File: config.mk
export PLATFORM = sky130hd
export DESIGN_NAME = modem_string_command_parser
export DESIGN_NICKNAME = d
export VERILOG_FILES = /design/src/design/cmd_parser_pkg.sv /design/src/design/tx_buffer_mem.sv /design/src/design/modem_string_command_parser.sv
export VERILOG_INCLUDE_DIRS = /design/src /design/src/design
export SDC_FILE = /design/constraint.sdc
export NUM_CORES = 1
export LEC_CHECK = 0
export ABC_AREA = 1
export BUFFER_PORTS_ARGS = -buffer_cell sky130_fd_sc_hd__buf_4
export CAP_MARGIN = 20
export CORE_MARGIN = 1.5
export CORE_UTILIZATION = 50
export DETAILED_ROUTE_END_ITERATION = 8
export PLACE_DENSITY = 0.66
export SLEW_MARGIN = 0
export SYNTH_ARGS = -nofsm -noshare
export SYNTH_HDL_FRONTEND = slang
export SYNTH_SLANG_ARGS = --single-unit
File: constraint.sdc
create_clock -name clk -period 2.75 [get_ports clk]
set_input_delay 0 -clock clk [delete_from_list [all_inputs] [get_ports clk]]
set_output_delay 0 -clock clk [all_outputs]
set_load 0.02 [all_outputs]
File: src/design/cmd_parser_defines.svh
// constants for the setup-mode string command parser
// assumes a 125 MHz clock and byte-wide host and radio streams
`ifndef CMD_PARSER_DEFINES_SVH
`define CMD_PARSER_DEFINES_SVH
`define CH_OPEN_BRACKET 8'h5B
`define CH_CLOSE_BRACKET 8'h5D
`define CH_CR 8'h0D
`define CH_DOLLAR 8'h24
`define CH_COLON 8'h3A
`define AUX_MAX_LEN 30
`define TX_MAX_LEN 16
`define CLK_MHZ 125
`define INIT_DELAY_MS 20
`define PREAMBLE_MS 50
`define BURST_MS 40
`define ACK_BURST_MS 20
`define MS_CYCLES(ms) ((ms) * 1000 * `CLK_MHZ)
`endif

File: src/design/cmd_parser_pkg.sv
// types for the setup-mode string command parser
// assumes the defines header is included by the design files
package cmd_parser_pkg;
  typedef enum logic [2:0] {
    ST_IDLE,
    ST_AUX,
    ST_LEN,
    ST_DATA,
    ST_DELAY,
    ST_PREAMBLE,
    ST_SEND,
    ST_ACK
  } parse_state_e;
endpackage

File: src/design/tx_buffer_mem.sv
// small transient buffer holding one radio packet payload
// assumes a single writer and single reader on one clock
`timescale 1ns/100ps
module tx_buffer_mem #(
  parameter int DEPTH = 16,
  parameter int AW = 4
) (
  input wire logic clk, // clock
  input wire logic wr_en, // write strobe
  input wire logic [AW-1:0] wr_addr, // write address
  input wire logic [7:0] wr_data, // write byte
  input wire logic [AW-1:0] rd_addr, // read address
  output logic [7:0] rd_data // registered read byte
);
  logic [7:0] mem [DEPTH];
  always_ff @(posedge clk) begin
    if (wr_en) begin
      mem[wr_addr] <= wr_data;
    end
    rd_data <= mem[rd_addr];
  end
endmodule

File: src/design/modem_string_command_parser.sv
// What this block does
// - in setup mode an open bracket starts and a close bracket ends a string copied out on the aux stream.
// - an aux string holds zero to thirty bytes; extra bytes beyond thirty are dropped.
// - an aux string ended by carriage return is sent out followed by a carriage return byte.
// - a dollar in setup mode starts a one-packet radio transmit, then parsing returns to setup mode.
// - the byte after the dollar is one hex digit and the buffer length is that value plus one.
// - right after the length digit is taken a colon is echoed to the host.
// - once the last data byte has arrived and the initial delay has run out, the radio is keyed and the packet sent.
// - byte intake is never stalled so a 4800 baud stream cannot overflow.
// - default single-byte latency is initial delay plus preamble plus about 40 ms of burst.
// - in acknowledge mode the acknowledge burst occupies about 20 ms.
// - the initial delay runs from the first buffered byte until the transmitter keys up.
// assumes host bytes arrive as single-cycle strobes and the aux and echo sinks always accept
`timescale 1ns/100ps
`include "cmd_parser_defines.svh"
module modem_string_command_parser #(
  parameter int DELAY_CYCLES = `MS_CYCLES(`INIT_DELAY_MS),
  parameter int PREAMBLE_CYCLES = `MS_CYCLES(`PREAMBLE_MS),
  parameter int BURST_CYCLES = `MS_CYCLES(`BURST_MS),
  parameter int ACK_CYCLES = `MS_CYCLES(`ACK_BURST_MS)
) (
  input wire logic clk, // 125 MHz clock
  input wire logic resetn, // async reset, active low
  input wire logic setup_mode, // parser active when high
  input wire logic ack_mode, // acknowledge mode enabled
  input wire logic rx_valid, // host byte strobe
  input wire logic [7:0] rx_data, // host byte
  output logic echo_valid, // echo byte strobe to host
  output logic [7:0] echo_data, // echo byte
  output logic aux_valid, // aux byte strobe
  output logic [7:0] aux_data, // aux byte
  output logic radio_key, // transmitter keyed
  output logic radio_valid, // payload byte strobe to radio
  output logic [7:0] radio_data, // payload byte
  output logic busy // transmit command in progress
);
  cmd_parser_pkg::parse_state_e state_r, state_nxt;
  logic [4:0] cnt_r, cnt_nxt;
  logic [4:0] len_r, len_nxt;
  logic [31:0] tmr_r, tmr_nxt;
  logic echo_valid_nxt, aux_valid_nxt, key_nxt, rv_nxt, busy_nxt;
  logic [7:0] echo_data_nxt, aux_data_nxt;
  logic rv_pend_r, rv_pend_nxt;
  logic [7:0] radio_data_nxt;
  logic is_hex;
  logic [3:0] hex_val;
  logic wr_en;
  logic [3:0] rd_addr;
  logic [7:0] rd_byte;

  always_comb begin
    is_hex = 1'b1;
    hex_val = 4'h0;
    if (rx_data >= 8'h30 && rx_data <= 8'h39) begin
      hex_val = rx_data[3:0];
    end else if ((rx_data >= 8'h41 && rx_data <= 8'h46) || (rx_data >= 8'h61 && rx_data <= 8'h66)) begin
      hex_val = rx_data[3:0] + 4'h9;
    end else begin
      is_hex = 1'b0;
    end
  end

  assign wr_en = (state_r == cmd_parser_pkg::ST_DATA) && rx_valid;
  assign rd_addr = cnt_r[3:0];

  tx_buffer_mem #(.DEPTH(`TX_MAX_LEN), .AW(4)) u_buf (
    .clk(clk),
    .wr_en(wr_en),
    .wr_addr(cnt_r[3:0]),
    .wr_data(rx_data),
    .rd_addr(rd_addr),
    .rd_data(rd_byte)
  );

  always_comb begin
    state_nxt = state_r;
    cnt_nxt = cnt_r;
    len_nxt = len_r;
    tmr_nxt = tmr_r;
    echo_valid_nxt = 1'b0;
    echo_data_nxt = echo_data;
    aux_valid_nxt = 1'b0;
    aux_data_nxt = aux_data;
    key_nxt = radio_key;
    rv_nxt = 1'b0;
    rv_pend_nxt = 1'b0;
    busy_nxt = busy;
    radio_data_nxt = radio_data;
    unique case (state_r)
      cmd_parser_pkg::ST_IDLE: begin
        if (rx_valid && setup_mode) begin
          if (rx_data == `CH_OPEN_BRACKET) begin
            state_nxt = cmd_parser_pkg::ST_AUX;
            cnt_nxt = 5'd0;
          end else if (rx_data == `CH_DOLLAR) begin
            state_nxt = cmd_parser_pkg::ST_LEN;
            busy_nxt = 1'b1;
          end
        end
      end
      cmd_parser_pkg::ST_AUX: begin
        if (rx_valid) begin
          if (rx_data == `CH_CLOSE_BRACKET) begin
            state_nxt = cmd_parser_pkg::ST_IDLE;
          end else if (rx_data == `CH_CR) begin
            aux_valid_nxt = 1'b1;
            aux_data_nxt = `CH_CR;
            state_nxt = cmd_parser_pkg::ST_IDLE;
          end else if (cnt_r < 5'(`AUX_MAX_LEN)) begin
            aux_valid_nxt = 1'b1;
            aux_data_nxt = rx_data;
            cnt_nxt = cnt_r + 5'd1;
          end
        end
      end
      cmd_parser_pkg::ST_LEN: begin
        if (rx_valid) begin
          if (is_hex) begin
            len_nxt = {1'b0, hex_val} + 5'd1;
            cnt_nxt = 5'd0;
            tmr_nxt = 32'd0;
            echo_valid_nxt = 1'b1;
            echo_data_nxt = `CH_COLON;
            state_nxt = cmd_parser_pkg::ST_DATA;
          end else begin
            // a non-hex length aborts the command rather than guessing a size
            state_nxt = cmd_parser_pkg::ST_IDLE;
            busy_nxt = 1'b0;
          end
        end
      end
      cmd_parser_pkg::ST_DATA: begin
        // the initial delay is timed from the first byte into the empty buffer, not the last
        if (cnt_r != 5'd0) begin
          tmr_nxt = tmr_r + 32'd1;
        end
        if (rx_valid) begin
          cnt_nxt = cnt_r + 5'd1;
          if (cnt_r + 5'd1 == len_r) begin
            state_nxt = cmd_parser_pkg::ST_DELAY;
          end
        end
      end
      cmd_parser_pkg::ST_DELAY: begin
        tmr_nxt = tmr_r + 32'd1;
        if (tmr_r + 32'd1 >= 32'(DELAY_CYCLES)) begin
          key_nxt = 1'b1;
          tmr_nxt = 32'd0;
          state_nxt = cmd_parser_pkg::ST_PREAMBLE;
        end
      end
      cmd_parser_pkg::ST_PREAMBLE: begin
        tmr_nxt = tmr_r + 32'd1;
        if (tmr_r + 32'd1 >= 32'(PREAMBLE_CYCLES)) begin
          tmr_nxt = 32'd0;
          cnt_nxt = 5'd0;
          state_nxt = cmd_parser_pkg::ST_SEND;
        end
      end
      cmd_parser_pkg::ST_SEND: begin
        // payload read is registered and so is the strobe, so radio strobes lag the address by two cycles
        tmr_nxt = tmr_r + 32'd1;
        if (cnt_r < len_r) begin
          rv_pend_nxt = 1'b1;
          cnt_nxt = cnt_r + 5'd1;
        end
        rv_nxt = rv_pend_r;
        // byte is latched beside its strobe so the pair leaves in the same cycle
        if (rv_pend_r) begin
          radio_data_nxt = rd_byte;
        end
        if (tmr_r + 32'd1 >= 32'(BURST_CYCLES)) begin
          tmr_nxt = 32'd0;
          key_nxt = ack_mode;
          state_nxt = ack_mode ? cmd_parser_pkg::ST_ACK : cmd_parser_pkg::ST_IDLE;
          busy_nxt = ack_mode;
        end
      end
      cmd_parser_pkg::ST_ACK: begin
        tmr_nxt = tmr_r + 32'd1;
        if (tmr_r + 32'd1 >= 32'(ACK_CYCLES)) begin
          key_nxt = 1'b0;
          busy_nxt = 1'b0;
          state_nxt = cmd_parser_pkg::ST_IDLE;
        end
      end
    endcase
  end

  // host bytes are consumed every cycle they arrive, so intake never backs up
  always_ff @(posedge clk or negedge resetn) begin
    if (!resetn) begin
      state_r <= cmd_parser_pkg::ST_IDLE;
      cnt_r <= 5'd0;
      len_r <= 5'd0;
      tmr_r <= 32'd0;
      echo_valid <= 1'b0;
      echo_data <= 8'h00;
      aux_valid <= 1'b0;
      aux_data <= 8'h00;
      radio_key <= 1'b0;
      radio_valid <= 1'b0;
      rv_pend_r <= 1'b0;
      busy <= 1'b0;
      radio_data <= 8'h00;
    end else begin
      state_r <= state_nxt;
      cnt_r <= cnt_nxt;
      len_r <= len_nxt;
      tmr_r <= tmr_nxt;
      echo_valid <= echo_valid_nxt;
      echo_data <= echo_data_nxt;
      aux_valid <= aux_valid_nxt;
      aux_data <= aux_data_nxt;
      radio_key <= key_nxt;
      radio_valid <= rv_nxt;
      rv_pend_r <= rv_pend_nxt;
      busy <= busy_nxt;
      radio_data <= radio_data_nxt;
    end
  end
endmodule

==> flow_metrics.py, run 1 <==
metrics = {
    "global_route": {
        "grt_pass1_vias": 8068,
        "grt_pass1_wl_um": 41900,
        "grt_max_degree": 69,
        "grt_antenna_before_repair": 0,
        "grt_overflow": 0,
        "grt_usage_pct": 24.3,
    },
    "layout": {
        "finalNetCount": 1301,
        "fin_area_um2": 12100,
        "n_fill_cell": 1814,
        "fin_cells": 1559,
        "syn_to_final_growth_pct": 15.7,
        "drive_gt1_share_pct": 17.4,
        "num_antenna_cells": 0,
    },
    "route": {
        "antenna_left": 0,
        "route.detailed.vias_per_inst": 5.38,
        "wirelength_um": 26200,
        "drc_errors": 0,
        "drt_first_pass_iters": 7,
        "vias": 8380,
        "wl_per_cell_um": 16.8,
        "drtIter0Drc": 731,
    },
    "floorplanning": {
        "io_pins": 42,
        "start_util_pct": 51.4,
        "die_area_um2": 21800,
        "rows": 52,
        "core_area_um2": 20400,
        "die_w_um": 148,
        "die_h_um": 148,
    },
    "power_and_ir_drop": {
        "power_frac_comb_pct": 29.5,
        "p_leak_nw": 5.12,
        "p_sw_share_pct": 35.3,
        "power_density_nw_per_um2": 790,
        "p_clk_share_pct": 31.5,
        "peakVddDrop_mv": 0.591,
        "cell_internal_pwr_w": 0.00619,
        "p_seq_share_pct": 38.9,
        "p_sw_w": 0.00337,
        "total_power_w": 0.00956,
    },
    "setup_path": {
        "reg2reg_depth": 18,
        "end_kind": "register",
        "r2r-end": "tmr_r[17]",
        "cp_data_arrival_time_ns": 3.02,
        "worstReg2RegStart": "tmr_r[7]",
        "crit_required_ns": 3.21,
        "cp-start-kind": "register",
        "rrSetupSlack_ns": 0.19,
        "critPathKind": "reg2reg",
        "crit_fanout": 10,
    },
    "timing": {
        "hold_viol_final": 0,
        "worst_slew_pin_slew_ns": 0.887,
        "max_slew_margin_pct": 40.8,
        "setup_viol": 0,
        "fin_skew_ns": 0.00677,
        "min_period_over_period_pct": 93.2,
        "slew_viol_final": 0,
        "fin_tns_setup_ns": 0,
        "max_clock_freq_mhz": 390,
        "setup_ws_ns": 0.188,
        "period_needed_ns": 2.56,
    },
    "clocking": {
        "cts_made_buffers": 23,
        "ctsHtreeMaxLevel": 1,
        "clk_latency_ns": 0.52,
        "cts_root_buffer": "clkbuf_16",
        "clockBufferDepth": 3,
        "cts_tree": "done",
        "cts.sinks": 204,
        "cts.clk_slew.worst_paths_ns": 0.06,
    },
    "outcome": {
        "status": "complete, no violations",
    },
    "synthesis": {
        "synth_top_cell_area_share_pct": 36.7,
        "post_synth_num_cell_types": 42,
        "synth_top_flop_cell": "edfxtp_1",
        "synth.most_common_cell": "nand2_1",
        "netlist_top_cells_area": "edfxtp_1 (37%), dfrtp_1 (16%), nand2_1 (9.9%)",
        "ys_ff_latch": 204,
        "synth_cells": 1193,
        "synth_edf_count": 128,
        "synth_area_per_cell_um2": 8.77,
        "ys_seq_area_share_pct": 54.5,
        "yosys_warnings": 0,
        "synth.cell_area_um2": 10500,
        "synthArstFlopShare_pct": 33.3,
        "synthTopCellsByCount": "nand2_1 (276), nor2_1 (179), edfxtp_1 (128), inv_1 (103), o21ai_0 (98)",
        "synth_top_area_cell": "edfxtp_1",
    },
    "placed_design": {
        "port_buffers": 37,
        "dp.final_hpwl_um": 17700,
        "placed_area_um2": 11200,
        "gp_congestion": 0.887,
        "post-place-ws_ns": 0.139,
        "dp_cells": 1504,
    },
    "hold_path": {
        "worstHoldStart": "rx_data[5]",
        "min_to": "u_buf.mem[9][5]",
        "hold_depth": 2,
        "hp-class": "in2reg",
    },
    "job": {
        "maxCapViolCount": 0,
    },
}
-- power by group through the flow --
stage               Combinational [W]  Sequential (W)  Clock [W]
global route                  0.00313         0.00375    0.00318
floorplan                     0.00178         0.00384          0
CTS                           0.00282         0.00372    0.00306
finish                        0.00283         0.00372    0.00301
detailed placement            0.00280         0.00378          0
global placement              0.00276         0.00378          0
-- flip-flops by register name, indices dropped and copies added (netlist names) --
| signal | cells |
|---|---|
| radio_key | 1 |
| aux_data | 8 |
| echo_valid | 1 |
| cnt_r | 5 |
| radio_data | 8 |
| len_r | 5 |
| u_buf.rd_data | 8 |
| state_r | 3 |
| busy | 1 |
| radio_valid | 1 |
| rv_pend_r | 1 |
| aux_valid | 1 |
| u_buf.mem | 128 |
| tmr_r | 32 |
| echo_data | 1 |
-- repair_timing --
| item | 4_1_cts | 5_1_grt |
|---|---|---|
| hold buffers | 10 | 0 |
| resized for setup | 0 | 16 |
| hold endpoints to repair | 175 | 0 |
| buffers inserted | 0 | 3 |
| endpoints found under the setup margin | 0 | 29 |
-- worst max path at each step --
| stage | start | to | slack [ns] |
|---|---|---|---|
| global placement | tmr_r[1] | tmr_r[0] | 0.22 |
| detailed placement | tmr_r[0] | tmr_r[0] | 0.14 |
| floorplan | cnt_r[0] | tmr_r[19] | 0.29 |
| CTS | tmr_r[0] | tmr_r[17] | 0.12 |
| global route | tmr_r[7] | tmr_r[2] | -0.03 |
| finish | tmr_r[7] | tmr_r[17] | 0.19 |
-- area by class of cell --
class	count	area, um2	area share [%]
Multi-Input combinational cell	845	4190	34.6
Timing Repair Buffer	89	716	5.91
Sequential cell	204	5710	47.2
Inverter	109	409	3.38
Tap cell	270	338	2.79
Clock buffer	27	591	4.88
Clock inverter	15	146	1.21
-- through the flow --
stage	hold WS, ns	utilization [%]
after detailed placement	0.190	55.0
after CTS	0.00207	59.1
after global routing	0.0127	59.4
after global placement	0.185	55.0
after floorplan	-0.296	-
final	0.0226	59.4
-- placed cells by master, fill, tap and decap left out, types with 8 or more instances in the layout --
master / instances
nand2_1: 274
nor2_1: 174
edfxtp_1: 128
inv_1: 101
o21ai_0: 98
buf_4: 76
nand3_1: 65
nand2_2: 63
dfrtp_1: 63
o22ai_1: 33
nand4_1: 23
clkbuf_16: 23
a21oi_1: 18
ha_1: 15
nor3_1: 12
nor2_4: 12
nor2_2: 10
clkinv_2: 10
dlygate4sd3_1: 10
xor2_1: 8
dfxtp_1: 8
-- logic make-up after synthesis --
logic type                 count (synthesis)  share of synthesized area, %
buffers and inverters                    147                          5.85
AOI/OAI and AO/OA                        168                          8.84
other                                      1                        0.0358
DFF                                      204                          54.5
adders and majority gates                 16                          1.91
and+or+nand+nor                          648                          28.1
xor gates and xnor gates                   9                         0.753
-- worst max-delay path, stage by stage (launching register included) --
cell and delay, ns:
dfrtp_1 0.42, nand2_1 0.13, nor2_2 0.18, nand2_2 0.13
nor2_8 0.19, buf_2 0.21, nand4_1 0.10, nand2_1 0.09
nand2_1 0.05, nor2_1 0.11, nand2_2 0.11, nor2_4 0.15
nand2_2 0.09, nor2_4 0.12, nor2_4 0.05, nand2_4 0.10
buf_12 0.15, nand2_2 0.06, nand2_2 0.05
-- metal layers --
metal / vias up / wire length [um] / part of all wire (%) / GRT usage, %
met5: - / 0 / 0 / 0
met4: 0 / 476 / 1.8 / 6.05
met3: 39 / 1660 / 6.3 / 3.33
met2: 227 / 12400 / 47 / 39.6
met1: 3994 / 11600 / 44 / 34.6
li1: 4120 / - / - / -
No activity file was read; power rests on OpenSTA's default activity.
==> run 2, diff against run 1 <==
SYNTH_HIERARCHICAL = 1   (was unset)
==> run 2 against run 1 <==
Net effect:
- cell count grew 10%
- area after synthesis grew 4.4%
- largest power group unchanged
- largest cell class unchanged
- highest routed layer unchanged
- combinational power shrank 7.8%
==> flow_metrics.py, run 2 <==
metrics = {
    "setup_path": {
        "crit_required_ns": 3.14,
        "cp.depth": 15,
        "critPathMaxStageDelay_ns": 0.41,
        "path_buf_inv": 0,
        "crit_fanout": 23,
        "cp_data_arrival_time_ns": 2.94,
        "r2r-end": "tmr_r[10]",
        "critPathKind": "reg2reg",
        "crit_slowest_cell": "dfrtp_1",
        "cp_top_family": "simple AND/OR/NAND/NOR gates",
        "crit_path_frequent_cell": "nand2_1",
        "end_kind": "register",
        "cp-start-kind": "register",
        "worstReg2RegStart": "tmr_r[9]",
        "crit_chain": "nand2_1, nor2_2, nand2_1, nor2_1, nand3_1, nand2_1, nand2_1, nor2_2, nand2_2, nor2_2, nand2_2, nand3_2, nand2_8, o21ai_1, nand2_1",
        "reg2reg_depth": 15,
        "rrSetupSlack_ns": 0.19,
        "endpoint": "tmr_r[10]",
        "crit_start": "tmr_r[9]",
    },
    "floorplanning": {
        "die_area_um2": 22800,
        "rows": 53,
        "io_pins": 42,
        "core_area_um2": 21200,
        "die_h_um": 151,
        "start_util_pct": 51.5,
        "die_w_um": 151,
    },
    "route": {
        "drt_first_pass_iters": 5,
        "route.detailed.vias_per_inst": 5.25,
        "drc_errors": 0,
        "wirelength_um": 27700,
        "vias": 9013,
        "drtIter0Drc": 607,
        "wl_per_cell_um": 16.1,
        "antenna_left": 0,
    },
    "synthesis": {
        "synth_top_area_cell": "edfxtp_1",
        "synthTopCellsByCount": "nand2_1 (481), inv_1 (181), nand3_1 (145), edfxtp_1 (128), nor2_1 (123)",
        "yosys.area_share.adder_pct": 1.60,
        "synth.most_common_cell": "nand2_1",
        "synth-xor-area-share_pct": 0.561,
        "synth_area_per_cell_um2": 8.04,
        "yosys_warnings": 6,
        "ys_ff_latch": 204,
        "synth_top_family_by_area": "simple AND/OR/NAND/NOR gates",
        "synth_top_flop_cell": "edfxtp_1",
        "netlist_top_cells_area": "edfxtp_1 (35%), nand2_1 (17%), dfrtp_1 (16%)",
        "post_synth_num_cell_types": 44,
        "synthSimpleGateAreaFrac_pct": 31.4,
        "synth.cell_area_um2": 10900,
        "synth_cells": 1359,
        "ys_seq_area_share_pct": 52.2,
        "synth_compound_gate_area_share_pct": 5.06,
        "synth_top_cell_area_share_pct": 35.2,
        "synthArstFlopShare_pct": 33.3,
        "synth_edf_count": 128,
        "yosys-mux-area-fraction_pct": 0,
    },
    "timing": {
        "slew_viol_final": 0,
        "setup_viol": 0,
        "hold_slack_ns": 0.0584,
        "max_slew_margin_pct": 39.9,
        "worst_slew_pin_slew_ns": 0.902,
        "fin_skew_ns": 0.0203,
        "max_clock_freq_mhz": 391,
        "min_period_over_period_pct": 93.0,
        "hold_viol_final": 0,
        "fin_tns_setup_ns": 0,
        "period_needed_ns": 2.56,
    },
    "power_and_ir_drop": {
        "p_sw_w": 0.00323,
        "peakVddDrop_mv": 0.413,
        "p_clk_share_pct": 33.2,
        "p_sw_share_pct": 34.3,
        "p_seq_share_pct": 39.0,
        "total_power_w": 0.00941,
        "power_frac_comb_pct": 27.8,
        "power_density_nw_per_um2": 754,
        "cell_internal_pwr_w": 0.00619,
        "p_leak_nw": 5.57,
    },
    "placed_design": {
        "port_buffers": 37,
        "gp_congestion": 0.939,
        "dp_cells": 1667,
        "dp.final_hpwl_um": 18800,
    },
    "layout": {
        "multiInputGateArea_um2": 4290,
        "final_common_cell": "nand2_1",
        "top_register": "u_buf/mem",
        "top_regs": "u_buf/mem (128), tmr_r (32)",
        "regArea_um2": 5710,
        "n_fill_cell": 1931,
        "largest_reg_flops": 128,
        "drive_gt1_share_pct": 12.2,
        "final_cell_mix": "nand2_1 (479), inv_1 (181), nand3_1 (145)",
        "fin_util_pct": 58.8,
        "fin_cells": 1717,
        "num_antenna_cells": 0,
        "finalNetCount": 1454,
        "syn_to_final_growth_pct": 14.2,
    },
    "global_route": {
        "grt_max_degree": 71,
        "grt_overflow": 0,
        "grt_antenna_before_repair": 0,
        "grt_usage_pct": 24.9,
        "grt_pass1_wl_um": 43700,
        "grt_pass1_vias": 8298,
    },
    "clocking": {
        "ctsHtreeMaxLevel": 1,
        "cts.clk_slew.worst_paths_ns": 0.06,
        "cts_root_buffer": "clkbuf_16",
        "cts.sinks": 204,
        "clk_latency_ns": 0.51,
        "cts_made_buffers": 23,
        "post-cts-setup-buffers": 0,
        "clockBufferDepth": 3,
        "cts_tree": "done",
    },
    "job": {
        "maxCapViolCount": 0,
    },
    "outcome": {
        "status": "complete, no violations",
    },
    "hold_path": {
        "hp-class": "in2reg",
    },
}
## run 2: changes by cell type after synthesis, sizes merged, moves of 11 or more
cell,delta
nand2,+153
nand3,+82
inv,+80
nor2,-58
o21ai,-41
o22ai,-30
buf,+26
clkbuf,-20
nand4,-11
## run 2: power by group through the flow
stage	registers (W)	clock network (W)	logic (W)
2_1_floorplan	0.00382	0	0.00170
3_3_place_gp	0.00373	0	0.00253
3_5_place_dp	0.00373	0	0.00256
4_1_cts	0.00367	0.00318	0.00259
5_1_grt	0.00370	0.00329	0.00290
6_report	0.00367	0.00313	0.00261
## run 2: per-layer routing
| metal | track usage (%) | up-vias | wire (um) |
|---|---|---|---|
| met4 | 6.12 | 0 | 567 |
| met1 | 36.8 | 4257 | 13100 |
| met3 | 3.73 | 39 | 1680 |
| met5 | 0 | - | 0 |
| li1 | - | 4457 | - |
| met2 | 38.5 | 260 | 12400 |
## run 2: worst min path at each step
stage                    start              end  slack, ns  depth (start not counted)
floorplan               resetn      aux_data[0]      -0.30                          0
global placement        resetn    radio_data[6]       0.18                          1
detailed placement      resetn    radio_data[5]       0.18                          1
CTS                 rx_data[1]  u_buf/mem[4][1]       0.04                          2
global route        rx_data[1]  u_buf/mem[4][1]       0.06                          2
finish              rx_data[1]  u_buf/mem[4][1]       0.06                          2
## run 2: cells by family after synthesis
group / count (synthesis)
compound gates: 92
xor+xnor: 7
fa+ha+maj: 14
buf+inv: 231
flops: 204
other cells: 1
simple gates: 810
## run 2: worst register-to-register path, cell delays in order (launching register included)
cell and delay (ns):
dfrtp_1 0.41, nand2_1 0.11, nor2_2 0.19, nand2_1 0.14, nor2_1 0.24, nand3_1 0.10, nand2_1 0.15, nand2_1 0.08
nor2_2 0.15, nand2_2 0.14, nor2_2 0.11, nand2_2 0.08, nand3_2 0.11, nand2_8 0.16, o21ai_1 0.22, nand2_1 0.06
## run 2: repair_timing
item	4_1_cts	5_1_grt
endpoints found under the setup margin	0	28
hold buffers	10	0
gates resized for setup	0	18
endpoints found under the hold margin	144	0
## run 2: stage by stage
stage                     setup WS, ns  area (um2)
final                            0.193       12500
after global routing           -0.0103       12500
after CTS                        0.103       12400
after detailed placement         0.120       11600
after global placement           0.160       11600
after floorplan                  0.488       10900
## run 2: area by class of cell
cell class              instances  area share [%]
clock buffers                  27            4.90
clock inverters                13            1.24
inverters                     187            5.62
multi-input cells             927            34.4
flip-flops and latches        204            45.7
well taps                     275            2.76
repair buffers                 84            5.35
